$ cat src/pkg/tcm_map.svh
`ifndef TCM_MAP_SVH
`define TCM_MAP_SVH
// How it works
// Four output modes compare measurement with both setpoints: band, zone, upper, lower.
// First pulse input maximum rate is selectable, 30 Hz or 10 kHz.
// Low-speed setting debounces the pulse input to reject contact chatter.
// One decimal place setting covers measurement and both setpoints.
// Displayed value is pulses per second times the prescale factor.
// Prescale factor of one shows the raw frequency in hertz.
// Averaging: none, or mean of 2, 4 or 8 measurements.
// New measurement every 200 ms times the averaging count.
// No pulse within the auto-zero time forces the measurement to zero.
// Auto-zero time runs 0.1 s to 99.9 s in 0.1 s steps.
// Auto-zero timer restarts on each rising pulse edge, expires after a quiet interval.
// After power-up, outputs stay off for the startup time; measurement runs meanwhile.
// Startup timer starts at reset release; zero means no inhibit.
// One sinking or sourcing polarity choice applies to the pulse input only; keys and switches ignore it.
// Colour choices: red, green, red-to-green on output, green-to-red on output.
// Red-to-green: red with both outputs off, green when either is on.
// Green-to-red: green with both outputs off, red when either is on.
// In zone mode the output colour follows only the first output.
// Operator holds the mode key, then holds first up key 1 s to enter.
// Entry is ignored if first up key was pressed before the mode key.
// First up key cycles configurations, limited by the model variant.
// Default configuration is one-stage preset, two-stage on two-stage variants.
// Switch monitor shows each of the eight switch pins, stepped by second up key.
// Switch monitor only works while the first switch pin is on.
// Entering configuration mode clears value, turns outputs off, halts measuring.
// Configuration choices take effect only on return to run mode.
// A changed configuration reinitialises both setpoints on return to run mode.
// Changed function settings reset measurement and outputs on return to run.

// Register byte offsets
`define TCM_A_CTRL      8'h00
`define TCM_A_PRESCALE  8'h04
`define TCM_A_AUTOZERO  8'h08
`define TCM_A_STARTUP   8'h0C
`define TCM_A_SETPT1    8'h10
`define TCM_A_SETPT2    8'h14
`define TCM_A_FUNCMODE  8'h18
`define TCM_A_STATUS    8'h1C
`define TCM_A_MEAS      8'h20

// Control register fields
`define TCM_F_OMODE     1:0
`define TCM_F_FAST      2
`define TCM_F_DP        4:3
`define TCM_F_AVG       6:5
`define TCM_F_SOURCE    7
`define TCM_F_COLOUR    9:8
`define TCM_F_KEYLOCK   12:10

// Reset values
`define TCM_RST_PRESCALE 17'h003E8
`define TCM_RST_AUTOZERO 10'h3E7
`define TCM_RST_STARTUP  10'h000
`define TCM_AZ_MIN       10'h001
`define TCM_AZ_MAX       10'h3E7
`define TCM_PRESCALE_ONE 32'd1000

// Timing
`define TCM_CLK_HZ       20000000
`define TCM_SAMPLE_MS    200
`define TCM_TENTH_MS     100
`define TCM_HOLD_MS      1000
`define TCM_DEB_MS       1
`define TCM_MS_CYC(ms)   ((`TCM_CLK_HZ / 1000) * (ms))
`define TCM_SAMPLES_PER_S (1000 / `TCM_SAMPLE_MS)
`endif

$ cat src/pkg/tcm_pkg.sv
package tcm_pkg;
   typedef enum logic [1:0] {
      TCM_OM_BAND, TCM_OM_ZONE, TCM_OM_UPPER, TCM_OM_LOWER
   } tcm_omode_e;
   typedef enum logic [1:0] {
      TCM_COL_RED, TCM_COL_GREEN, TCM_COL_R2G, TCM_COL_G2R
   } tcm_colour_e;
   typedef enum logic [2:0] {
      TCM_CFG_PRESET1, TCM_CFG_PRESET2, TCM_CFG_TOTAL, TCM_CFG_BATCH,
      TCM_CFG_DUAL, TCM_CFG_TACHO
   } tcm_cfg_e;
   typedef enum {
      TCM_K_RUN, TCM_K_ARMED, TCM_K_HOLD, TCM_K_CFG, TCM_K_BLOCK
   } tcm_key_e;
   typedef struct packed {
      tcm_omode_e  omode;
      logic        fast;
      logic [1:0]  dp;
      logic [1:0]  averaging_level_setting;
      logic        sourcing;
      tcm_colour_e colour;
      logic [2:0]  keylock;
      logic [16:0] prescale;
      logic [9:0]  autoz;
      logic [9:0]  startup;
   } tcm_set_s;
   typedef struct packed {
      logic [7:0]  adr;
      logic [31:0] dat;
      logic [3:0]  sel;
      logic        we;
      logic        cyc;
      logic        stb;
   } tcm_wb_req_s;
endpackage

$ cat src/rtl/tcm_top.sv
`timescale 1ns/1ps
`include "tcm_map.svh"
module tcm_top #(
   parameter int unsigned SAMPLE_CYC = `TCM_MS_CYC(`TCM_SAMPLE_MS),
   parameter int unsigned TENTH_CYC  = `TCM_MS_CYC(`TCM_TENTH_MS),
   parameter int unsigned HOLD_CYC   = `TCM_MS_CYC(`TCM_HOLD_MS),
   parameter int unsigned DEB_CYC    = `TCM_MS_CYC(`TCM_DEB_MS),
   parameter bit          TWO_STAGE  = 1'b1,
   parameter int unsigned MAX_CFG    = 5
)(
   // Clock and reset
   input  wire logic              clk_i,
   input  wire logic              rst_i,
   // Wishbone slave
   input  wire tcm_pkg::tcm_wb_req_s wb_req_i,
   output logic [31:0]            wb_dat_o,
   output logic                   wb_ack_o,
   // Pins
   input  wire logic              first_pulse_input_i,
   input  wire logic              mode_key_i,
   input  wire logic              up1_key_i,
   input  wire logic              up2_key_i,
   input  wire logic [7:0]        switch_pins_i,
   // Outputs and display
   output logic                   first_setpoint_output_o,
   output logic                   second_setpoint_output_o,
   output logic                   colour_green_o,
   output logic [31:0]            disp_value_o,
   output logic [1:0]             decimal_place_o,
   output logic                   cfg_mode_o
);
   import tcm_pkg::*;

   // ----------------------------------------
   // Input synchronisers
   // ----------------------------------------
   logic [11:0] sync1_reg;
   logic [11:0] sync2_reg;
   always_ff @(posedge clk_i)
   begin
      sync1_reg <= {switch_pins_i, up2_key_i, up1_key_i, mode_key_i,
                    first_pulse_input_i};
      sync2_reg <= sync1_reg;
   end

   tcm_set_s act_reg;
   tcm_set_s shd_reg;
   logic     pin_pulse;
   logic     k_mode;
   logic     k_up1;
   logic     k_up2;
   logic [7:0] sw_pins;
   // Keys and switches are contact closures; only the pulse input follows
   // the polarity selection, since that is where sourcing sensors connect
   assign pin_pulse = sync2_reg[0] ^ act_reg.sourcing;
   assign k_mode    = sync2_reg[1];
   assign k_up1     = sync2_reg[2];
   assign k_up2     = sync2_reg[3];
   assign sw_pins   = sync2_reg[11:4];

   // ----------------------------------------
   // Pulse filter
   // ----------------------------------------
   logic        filt_reg;
   logic        filt_d_reg;
   logic [31:0] deb_cnt_reg;
   logic        edge_seen;
   always_ff @(posedge clk_i)
   begin
      if (rst_i)
      begin
         filt_reg    <= 1'b0;
         deb_cnt_reg <= 32'h0;
      end
      else if (act_reg.fast || pin_pulse == filt_reg)
      begin
         filt_reg    <= pin_pulse;
         deb_cnt_reg <= 32'h0;
      end
      // Slow setting only accepts a level that stays put; caps the rate
      else if (deb_cnt_reg >= DEB_CYC - 1)
      begin
         filt_reg    <= pin_pulse;
         deb_cnt_reg <= 32'h0;
      end
      else
         deb_cnt_reg <= deb_cnt_reg + 32'h1;
   end
   always_ff @(posedge clk_i)
   begin
      if (rst_i)
         filt_d_reg <= 1'b0;
      else
         filt_d_reg <= filt_reg;
   end
   assign edge_seen = filt_reg && !filt_d_reg;

   // ----------------------------------------
   // Tenth-second tick, startup and auto-zero
   // ----------------------------------------
   logic [31:0] tick_cnt_reg;
   logic        tick;
   logic [9:0]  start_cnt_reg;
   logic        inhibit_reg;
   logic [9:0]  az_cnt_reg;
   logic        az_zero_reg;
   logic        halt;
   logic        meas_clr;
   assign tick = (tick_cnt_reg >= TENTH_CYC - 1);
   always_ff @(posedge clk_i)
   begin
      if (rst_i || tick)
         tick_cnt_reg <= 32'h0;
      else
         tick_cnt_reg <= tick_cnt_reg + 32'h1;
   end
   always_ff @(posedge clk_i)
   begin
      if (rst_i)
      begin
         start_cnt_reg <= 10'h0;
         inhibit_reg   <= 1'b1;
      end
      else if (start_cnt_reg >= act_reg.startup)
         inhibit_reg <= 1'b0;
      else if (tick)
         start_cnt_reg <= start_cnt_reg + 10'h1;
   end
   always_ff @(posedge clk_i)
   begin
      if (rst_i || edge_seen || meas_clr)
      begin
         az_cnt_reg  <= 10'h0;
         az_zero_reg <= rst_i || meas_clr;
      end
      else if (az_cnt_reg >= act_reg.autoz)
         az_zero_reg <= 1'b1;
      else if (tick)
         az_cnt_reg <= az_cnt_reg + 10'h1;
   end

   // ----------------------------------------
   // Sampling, averaging and scaling
   // ----------------------------------------
   logic [31:0] win_cnt_reg;
   logic [31:0] pulse_cnt_reg;
   logic [31:0] sum_reg;
   logic [2:0]  samp_idx_reg;
   logic [31:0] meas_reg;
   logic [2:0]  last_idx;
   logic [31:0] sum_all;
   logic [31:0] freq;
   logic [48:0] scaled;
   logic        win_end;
   assign last_idx = 3'((4'h1 << act_reg.averaging_level_setting) - 4'h1);
   assign win_end  = (win_cnt_reg >= SAMPLE_CYC - 1);
   assign sum_all  = sum_reg + pulse_cnt_reg;
   assign freq     = 32'((sum_all >> act_reg.averaging_level_setting)
                         * `TCM_SAMPLES_PER_S);
   assign scaled   = (49'(freq) * 49'(act_reg.prescale))
                     / 49'(`TCM_PRESCALE_ONE);
   always_ff @(posedge clk_i)
   begin
      if (rst_i || halt || meas_clr)
      begin
         win_cnt_reg   <= 32'h0;
         pulse_cnt_reg <= 32'h0;
         sum_reg       <= 32'h0;
         samp_idx_reg  <= 3'h0;
      end
      else if (win_end)
      begin
         win_cnt_reg   <= 32'h0;
         pulse_cnt_reg <= 32'(edge_seen);
         if (samp_idx_reg >= last_idx)
         begin
            sum_reg      <= 32'h0;
            samp_idx_reg <= 3'h0;
         end
         else
         begin
            sum_reg      <= sum_all;
            samp_idx_reg <= samp_idx_reg + 3'h1;
         end
      end
      else
      begin
         win_cnt_reg <= win_cnt_reg + 32'h1;
         if (edge_seen)
            pulse_cnt_reg <= pulse_cnt_reg + 32'h1;
      end
   end
   always_ff @(posedge clk_i)
   begin
      if (rst_i || halt || meas_clr || az_zero_reg)
         meas_reg <= 32'h0;
      else if (win_end && samp_idx_reg >= last_idx)
         meas_reg <= scaled[31:0];
   end

   // ----------------------------------------
   // Configuration selection keys
   // ----------------------------------------
   tcm_key_e    kst_reg;
   logic [31:0] hold_cnt_reg;
   logic        up1_d_reg;
   logic        up2_d_reg;
   logic        mode_d_reg;
   tcm_cfg_e    cfg_act_reg;
   tcm_cfg_e    cfg_pend_reg;
   logic [3:0]  mon_idx_reg;
   logic        cfg_exit;
   logic        up1_rise;
   logic        up2_rise;
   logic        mode_rise;
   assign up1_rise  = k_up1 && !up1_d_reg;
   assign up2_rise  = k_up2 && !up2_d_reg;
   assign mode_rise = k_mode && !mode_d_reg;
   assign cfg_exit  = (kst_reg == TCM_K_CFG) && mode_rise;
   assign halt      = (kst_reg == TCM_K_CFG)
                      || cfg_act_reg != TCM_CFG_TACHO;
   always_ff @(posedge clk_i)
   begin
      if (rst_i)
      begin
         up1_d_reg  <= 1'b0;
         up2_d_reg  <= 1'b0;
         mode_d_reg <= 1'b0;
      end
      else
      begin
         up1_d_reg  <= k_up1;
         up2_d_reg  <= k_up2;
         mode_d_reg <= k_mode;
      end
   end
   always_ff @(posedge clk_i)
   begin
      if (rst_i)
      begin
         kst_reg      <= TCM_K_RUN;
         hold_cnt_reg <= 32'h0;
      end
      else
      begin
         unique case (kst_reg)
            TCM_K_RUN:
               if (k_up1)
                  kst_reg <= TCM_K_BLOCK;
               else if (k_mode)
                  kst_reg <= TCM_K_ARMED;
            TCM_K_ARMED:
               if (!k_mode)
                  kst_reg <= TCM_K_RUN;
               else if (k_up1)
               begin
                  kst_reg      <= TCM_K_HOLD;
                  hold_cnt_reg <= 32'h0;
               end
            TCM_K_HOLD:
               if (!k_mode || !k_up1)
                  kst_reg <= (k_mode || k_up1) ? TCM_K_BLOCK : TCM_K_RUN;
               else if (hold_cnt_reg >= HOLD_CYC - 1)
                  kst_reg <= TCM_K_CFG;
               else
                  hold_cnt_reg <= hold_cnt_reg + 32'h1;
            TCM_K_CFG:
               if (mode_rise)
                  kst_reg <= TCM_K_BLOCK;
            TCM_K_BLOCK:
               if (!k_mode && !k_up1)
                  kst_reg <= TCM_K_RUN;
         endcase
      end
   end
   // Entry leaves both keys down; the first up press inside the mode must
   // be a fresh one, so the entry hold does not step the selection
   always_ff @(posedge clk_i)
   begin
      if (rst_i)
      begin
         cfg_act_reg  <= TWO_STAGE ? TCM_CFG_PRESET2 : TCM_CFG_PRESET1;
         cfg_pend_reg <= TWO_STAGE ? TCM_CFG_PRESET2 : TCM_CFG_PRESET1;
         mon_idx_reg  <= 4'h0;
      end
      else if (cfg_exit)
      begin
         cfg_act_reg <= cfg_pend_reg;
         mon_idx_reg <= 4'h0;
      end
      else if (kst_reg == TCM_K_CFG)
      begin
         if (up1_rise)
            cfg_pend_reg <= (32'(cfg_pend_reg) >= MAX_CFG)
                            ? TCM_CFG_PRESET1
                            : tcm_cfg_e'(cfg_pend_reg + 3'h1);
         if (up2_rise && sw_pins[0])
            mon_idx_reg <= (mon_idx_reg >= 4'h8) ? 4'h0
                           : mon_idx_reg + 4'h1;
         else if (!sw_pins[0])
            mon_idx_reg <= 4'h0;
      end
   end

   // ----------------------------------------
   // Wishbone register file
   // ----------------------------------------
   logic        func_mode_reg;
   logic        func_dirty_reg;
   logic [31:0] sp1_reg;
   logic [31:0] sp2_reg;
   logic        wr;
   logic [31:0] wmask;
   logic [31:0] wdat;
   logic [31:0] ctrl_rd;
   logic [9:0]  az_new;
   logic        func_exit;
   assign wr    = wb_req_i.cyc && wb_req_i.stb && wb_req_i.we && !wb_ack_o;
   assign wmask = {{8{wb_req_i.sel[3]}}, {8{wb_req_i.sel[2]}},
                   {8{wb_req_i.sel[1]}}, {8{wb_req_i.sel[0]}}};
   assign func_exit = wr && wb_req_i.adr == `TCM_A_FUNCMODE
                      && wmask[0] && !wb_req_i.dat[0] && func_mode_reg;
   assign meas_clr  = (func_exit && func_dirty_reg) || cfg_exit;
   always_comb
   begin
      ctrl_rd = 32'h0;
      ctrl_rd[`TCM_F_OMODE]   = shd_reg.omode;
      ctrl_rd[`TCM_F_FAST]    = shd_reg.fast;
      ctrl_rd[`TCM_F_DP]      = shd_reg.dp;
      ctrl_rd[`TCM_F_AVG]     = shd_reg.averaging_level_setting;
      ctrl_rd[`TCM_F_SOURCE]  = shd_reg.sourcing;
      ctrl_rd[`TCM_F_COLOUR]  = shd_reg.colour;
      ctrl_rd[`TCM_F_KEYLOCK] = shd_reg.keylock;
   end
   // Byte-lane merge of the write data into the current read view
   function automatic logic [31:0] merge(input logic [31:0] old);
      merge = (old & ~wmask) | (wb_req_i.dat & wmask);
   endfunction
   assign wdat = merge(ctrl_rd);
   assign az_new = 10'(merge(32'(shd_reg.autoz)));
   always_ff @(posedge clk_i)
   begin
      if (rst_i)
      begin
         shd_reg          <= '0;
         shd_reg.prescale <= `TCM_RST_PRESCALE;
         shd_reg.autoz    <= `TCM_RST_AUTOZERO;
         shd_reg.startup  <= `TCM_RST_STARTUP;
         act_reg          <= '0;
         act_reg.prescale <= `TCM_RST_PRESCALE;
         act_reg.autoz    <= `TCM_RST_AUTOZERO;
         act_reg.startup  <= `TCM_RST_STARTUP;
         func_mode_reg    <= 1'b0;
         func_dirty_reg   <= 1'b0;
      end
      else if (wr && wb_req_i.adr == `TCM_A_FUNCMODE && wmask[0])
      begin
         func_mode_reg  <= wb_req_i.dat[0];
         func_dirty_reg <= wb_req_i.dat[0] && func_dirty_reg;
         if (func_exit)
            act_reg <= shd_reg;
      end
      // Settings only change in function mode; running goes on meanwhile
      else if (wr && func_mode_reg)
      begin
         func_dirty_reg <= 1'b1;
         unique case (wb_req_i.adr)
            `TCM_A_CTRL:
            begin
               shd_reg.omode    <= tcm_omode_e'(wdat[`TCM_F_OMODE]);
               shd_reg.fast     <= wdat[`TCM_F_FAST];
               shd_reg.dp       <= wdat[`TCM_F_DP];
               shd_reg.averaging_level_setting      <= wdat[`TCM_F_AVG];
               shd_reg.sourcing <= wdat[`TCM_F_SOURCE];
               shd_reg.colour   <= tcm_colour_e'(wdat[`TCM_F_COLOUR]);
               shd_reg.keylock  <= wdat[`TCM_F_KEYLOCK];
            end
            `TCM_A_PRESCALE:
               shd_reg.prescale <= 17'(merge(32'(shd_reg.prescale)));
            `TCM_A_AUTOZERO:
               shd_reg.autoz <= (az_new < `TCM_AZ_MIN) ? `TCM_AZ_MIN
                                : (az_new > `TCM_AZ_MAX) ? `TCM_AZ_MAX
                                : az_new;
            `TCM_A_STARTUP:
               shd_reg.startup <= 10'(merge(32'(shd_reg.startup)));
            default:
               func_dirty_reg <= func_dirty_reg;
         endcase
      end
   end
   always_ff @(posedge clk_i)
   begin
      if (rst_i || (cfg_exit && cfg_pend_reg != cfg_act_reg))
      begin
         sp1_reg <= 32'h0;
         sp2_reg <= 32'h0;
      end
      else if (wr && wb_req_i.adr == `TCM_A_SETPT1)
         sp1_reg <= merge(sp1_reg);
      else if (wr && wb_req_i.adr == `TCM_A_SETPT2)
         sp2_reg <= merge(sp2_reg);
   end
   always_ff @(posedge clk_i)
   begin
      if (rst_i)
      begin
         wb_ack_o <= 1'b0;
         wb_dat_o <= 32'h0;
      end
      else
      begin
         wb_ack_o <= wb_req_i.cyc && wb_req_i.stb && !wb_ack_o;
         unique case (wb_req_i.adr)
            `TCM_A_CTRL:     wb_dat_o <= ctrl_rd;
            `TCM_A_PRESCALE: wb_dat_o <= 32'(shd_reg.prescale);
            `TCM_A_AUTOZERO: wb_dat_o <= 32'(shd_reg.autoz);
            `TCM_A_STARTUP:  wb_dat_o <= 32'(shd_reg.startup);
            `TCM_A_SETPT1:   wb_dat_o <= sp1_reg;
            `TCM_A_SETPT2:   wb_dat_o <= sp2_reg;
            `TCM_A_FUNCMODE: wb_dat_o <= {30'h0, func_dirty_reg,
                                          func_mode_reg};
            `TCM_A_STATUS:   wb_dat_o <= {15'h0, 4'(mon_idx_reg),
                                          1'(inhibit_reg), 3'(cfg_act_reg),
                                          3'(cfg_pend_reg),
                                          1'(kst_reg == TCM_K_CFG),
                                          1'(az_zero_reg), 1'(filt_reg),
                                          1'(colour_green_o),
                                          1'(second_setpoint_output_o),
                                          1'(first_setpoint_output_o)};
            `TCM_A_MEAS:     wb_dat_o <= meas_reg;
            default:         wb_dat_o <= 32'h0;
         endcase
      end
   end

   // ----------------------------------------
   // Comparison, colour and display
   // ----------------------------------------
   logic hi1;
   logic hi2;
   logic lo1;
   logic lo2;
   logic o1;
   logic o2;
   logic on_any;
   assign hi1 = meas_reg >= sp1_reg;
   assign hi2 = meas_reg >= sp2_reg;
   assign lo1 = meas_reg <= sp1_reg;
   assign lo2 = meas_reg <= sp2_reg;
   always_comb
   begin
      unique case (act_reg.omode)
         TCM_OM_BAND:  begin o1 = hi1;        o2 = lo2; end
         TCM_OM_ZONE:  begin o1 = hi2 && lo1; o2 = 1'b0; end
         TCM_OM_UPPER: begin o1 = hi1;        o2 = hi2; end
         TCM_OM_LOWER: begin o1 = lo1;        o2 = lo2; end
      endcase
   end
   always_ff @(posedge clk_i)
   begin
      if (rst_i || inhibit_reg || halt || meas_clr)
      begin
         first_setpoint_output_o  <= 1'b0;
         second_setpoint_output_o <= 1'b0;
      end
      else
      begin
         first_setpoint_output_o  <= o1;
         second_setpoint_output_o <= o2;
      end
   end
   assign on_any = (act_reg.omode == TCM_OM_ZONE)
                   ? first_setpoint_output_o
                   : first_setpoint_output_o || second_setpoint_output_o;
   always_ff @(posedge clk_i)
   begin
      if (rst_i)
         colour_green_o <= 1'b0;
      else
         unique case (act_reg.colour)
            TCM_COL_RED:   colour_green_o <= 1'b0;
            TCM_COL_GREEN: colour_green_o <= 1'b1;
            TCM_COL_R2G:   colour_green_o <= on_any;
            TCM_COL_G2R:   colour_green_o <= !on_any;
         endcase
   end
   always_ff @(posedge clk_i)
   begin
      if (rst_i)
      begin
         disp_value_o    <= 32'h0;
         decimal_place_o <= 2'h0;
         cfg_mode_o      <= 1'b0;
      end
      else
      begin
         decimal_place_o <= act_reg.dp;
         cfg_mode_o      <= (kst_reg == TCM_K_CFG);
         if (kst_reg != TCM_K_CFG)
            disp_value_o <= meas_reg;
         else if (mon_idx_reg != 4'h0)
            disp_value_o <= {24'h0, 4'(mon_idx_reg),
                             3'h0, sw_pins[3'(mon_idx_reg - 4'h1)]};
         else
            disp_value_o <= 32'(cfg_pend_reg);
      end
   end
endmodule

$ cat config.mk
export PLATFORM = sky130hd
export DESIGN_NAME = tcm_top
export DESIGN_NICKNAME = d
export VERILOG_FILES = /design/src/pkg/tcm_pkg.sv /design/src/rtl/tcm_top.sv
export VERILOG_INCLUDE_DIRS = /design/src /design/src/pkg
export SDC_FILE = /design/constraint.sdc
export NUM_CORES = 2
export LEC_CHECK = 0
export ABC_AREA = 1
export BUFFER_PORTS_ARGS = -buffer_cell sky130_fd_sc_hd__buf_2
export CAP_MARGIN = 20
export CORE_ASPECT_RATIO = 1.5
export CORE_UTILIZATION = 59
export DETAILED_ROUTE_END_ITERATION = 7
export PLACE_DENSITY_LB_ADDON = 0.05
export SLEW_MARGIN = 10
export SYNTH_ARGS = -nofsm -noshare
export SYNTH_HDL_FRONTEND = slang
export SYNTH_SLANG_ARGS = --single-unit
$ cat constraint.sdc
create_clock -name clk_i -period 28.5 [get_ports clk_i]
set_input_delay 4.275 -clock clk_i [delete_from_list [all_inputs] [get_ports clk_i]]
set_output_delay 4.275 -clock clk_i [all_outputs]
set_load 0.05 [all_outputs]
==> flow_metrics.py <==
metrics = {
    "global_route": {
        "grt_overflow_total": 0,
        "grt_pass1_vias": 52000,
        "track_usage_pct": 34.9,
        "grt_start_max_net_pins": 64,
        "grt_antenna_before_repair": 1,
        "grt_pass1_wl_um": 254000,
    },
    "logic_synthesis": {
        "syn_avg_cell_area_um2": 7.22,
        "synth_cells": 7284,
        "synth_ff_type": "dfxtp_1",
        "synth-seq-area-share_pct": 20.0,
        "synth_edf_count": 1,
        "ys_ff_latch": 525,
        "yosysWarnings": 0,
        "syn_area_um2": 52600,
        "async_flop_share_pct": 0,
        "yosysUniqueCellTypes": 89,
    },
    "run": {
        "maxCapViolCount": 0,
    },
    "drt": {
        "detail-route-antenna-nets": 0,
        "drt-total-wl_um": 163000,
        "drt_first_iter_violations": 2923,
        "drc_errors": 0,
        "firstDrtPassIters": 6,
        "vias": 51700,
        "viasPerCell": 5.43,
        "wl_per_cell_um": 17.1,
    },
    "setup_path": {
        "crit_path_max_fanout": 8,
        "critPathLaunchType": "flop",
        "crit_path_max_incr_delay_ns": 0.58,
        "cp_slowest_cell": "fa_1",
        "crit_type": "reg2reg",
        "cp.required_ns": 28.98,
        "critPathArrivalTime_ns": 31.36,
        "cpMostUsedCell": "nand2_4",
        "end_kind": "flop",
    },
    "power_and_ir_drop": {
        "combPwrFrac_pct": 4.3,
        "vdd_ir_drop_max_v": 0.0000557,
        "p_int_mw": 1.17,
        "switching_share_pct": 23.6,
        "switchingPower_uw": 360,
        "p_leak_nw": 34.2,
        "power-per-cell-area_nw_per_um2": 22.6,
        "fin_total_pwr_mw": 1.53,
        "p_seq_share_pct": 48.9,
        "clockPowerShare_pct": 46.8,
    },
    "clock_network": {
        "cts_tree": "yes",
        "clkSinkCount": 525,
        "clk_path_buf_depth": 3,
        "cts-root-buf": "clkbuf_16",
        "clk_pin_slew_worst_paths_ns": 0.07,
        "hold_buffers": 0,
        "clock_latency_ns": 0.66,
        "h-tree-depth": 2,
        "numCtsBuffers": 50,
    },
    "floorplan": {
        "fp.dieW_um": 246,
        "core_area_um2": 88000,
        "die_h_um": 368,
        "start_util_pct": 59.8,
        "ios": 132,
        "fp-row-count": 133,
        "die_area_um2": 90400,
    },
    "timing": {
        "tightest_slew_ns": 1.05,
        "slew_headroom_pct": 29.3,
        "hold_viol": 0,
        "skew_ns": 0.0890,
        "timing.final.ws_setup_ns": -2.38,
        "final_max_slew_viol_count": 0,
        "rsz0062_at_grt": "yes",
        "fmax_mhz": 32.4,
        "min_period_ns": 30.88,
        "finalSetupViolations": 6,
        "fin_crit_sh_pct": 108,
    },
    "layout": {
        "areaGrowthSynthToFinish_pct": 28.3,
        "final_layout_size_suffix_gt1_share_pct": 29.5,
        "fin_cells": 9514,
        "layout.nets": 9150,
    },
    "place": {
        "dpl.hpwl_um": 124000,
        "dp_cells": 9219,
        "dp_slack_ns": -3.15,
        "port_buffers": 131,
        "gp_congestion": 0.971,
    },
    "outcome": {
        "status": "complete, but fails checks",
        "violations": "negative setup slack",
    },
    "min_path": {
        "hp-class": "reg2reg",
    },
}
## synthesized netlist by cell type (12+ instances only)
master	number	area share [%]
nor2_1	634	4.5
o21bai_1	22	0.31
ha_1	314	7.5
nand2_1	1302	9.3
nand2_4	71	1.5
nand2_2	247	2.9
o21ai_0	341	3.2
or2_2	30	0.36
a211oi_1	46	0.66
nand4_1	59	0.70
nor3_1	80	0.76
o21ai_1	59	0.56
buf_1	13	0.093
clkinv_1	24	0.17
a21oi_1	380	3.6
o21a_1	19	0.27
xor2_1	116	1.9
nand3_1	321	3.1
fa_1	451	17
dfxtp_1	524	20
nor2_4	15	0.32
nor2_2	73	0.87
xnor2_1	46	0.77
inv_1	1383	9.9
nand3_2	72	1.4
o211ai_1	37	0.53
o21ai_2	41	0.68
nor4_1	24	0.29
o22ai_1	46	0.55
a32o_1	12	0.23
inv_2	82	0.59
a31oi_1	18	0.21
a21oi_2	15	0.25
nand3b_1	16	0.23
clkbuf_1	163	1.2
nor3b_1	21	0.30
## cell usage in the layout, fill, tap and decap left out, types with 98 or more instances in the layout
cell type and n:
inv_2 114, nand2_4 165, dfxtp_1 519, a21oi_1 339
buf_4 961, nand2_2 271, nor2_1 582, buf_2 131
o21ai_0 287, fa_1 441, nand3_1 214, ha_1 291
nand3_2 127, xor2_1 98, nand2_1 1173, inv_1 1332
## power groups by stage
stage	logic [mW]	registers (mW)	clock network (mW)
detailed placement	0.0635	0.764	0
global placement	0.0625	0.763	0
finish	0.0661	0.747	0.714
floorplan	0.0417	0.763	0
CTS	0.0643	0.747	0.722
global route	0.0733	0.748	0.753
## through the flow
stage	TNS, ns	area (µm²)	utilization, %	hold slack, ns
finish	-9.01	67500	76.6	0.328
global route	-23.15	67500	76.6	0.334
CTS	-4.40	64500	73.3	0.330
detailed placement	-14.01	60200	68.4	0.313
global placement	-9.13	60200	68.4	0.310
floorplan	0	52700	-	0.310
## cell type report
class	count	area, µm²
antenna	3	7.51
clock buffer	68	1410
clock inverter	24	373
fill	6732	20600
inverter	1507	5810
multi-input combinational	5113	39600
sequential	525	10500
tap	1147	1440
timing repair buffer	1127	8320
## worst paths after layout
path / slack (ns) / depth (start not counted) / from / to
worst max-delay path: -2.38 / 249 / pulse_cnt_reg[0] / meas_reg[0]
worst min register to register: 0.33 / 0 / sync1_reg[5] / sync2_reg[5]
worst max register to register: -2.38 / 249 / pulse_cnt_reg[0] / meas_reg[0]
worst min-delay path: 0.33 / 0 / sync1_reg[5] / sync2_reg[5]
## logic make-up (layout without fill, tap and decap cells)
group                    after synthesis  in the layout  synth area share (%)
AO/OA/AOI/OAI                       1116           1116                  12.5
XOR/XNOR                             164            164                  2.80
adder cells (fa/ha/maj)              765            765                  24.6
buffers and inverters               1685           2726                  12.1
flip-flops                           525            525                  20.0
multiplexers                          10             10                 0.214
other                                  1             41               0.00713
AND/OR/NAND/NOR                     3018           3020                  27.6
## worst max-delay path: cells and delay by family, from the launching register on
family | cells | cell delay (ns)
simple gates | 156 | 16.50
buf+inv | 48 | 4.75
fa+ha+maj | 12 | 4.36
compound gates | 30 | 4.10
xor+xnor | 3 | 0.60
flops | 1 | 0.34
## per-layer routing
layer  global-route usage [%]  up-vias  share of wire (%)
met4                     19.7        0                6.4
met2                     63.6     1616                 52
li1                         -    24900                  -
met3                     4.89      565                5.5
met1                     38.3    24700                 36
met5                        0        -                  0
## timing repair
action	CTS	global route
resized for setup	417	516
setup endpoints to repair	8	11
setup buffers	101	96
gates cloned	1	1
pin swaps	197	357
(Power assumes the default switching activity.)
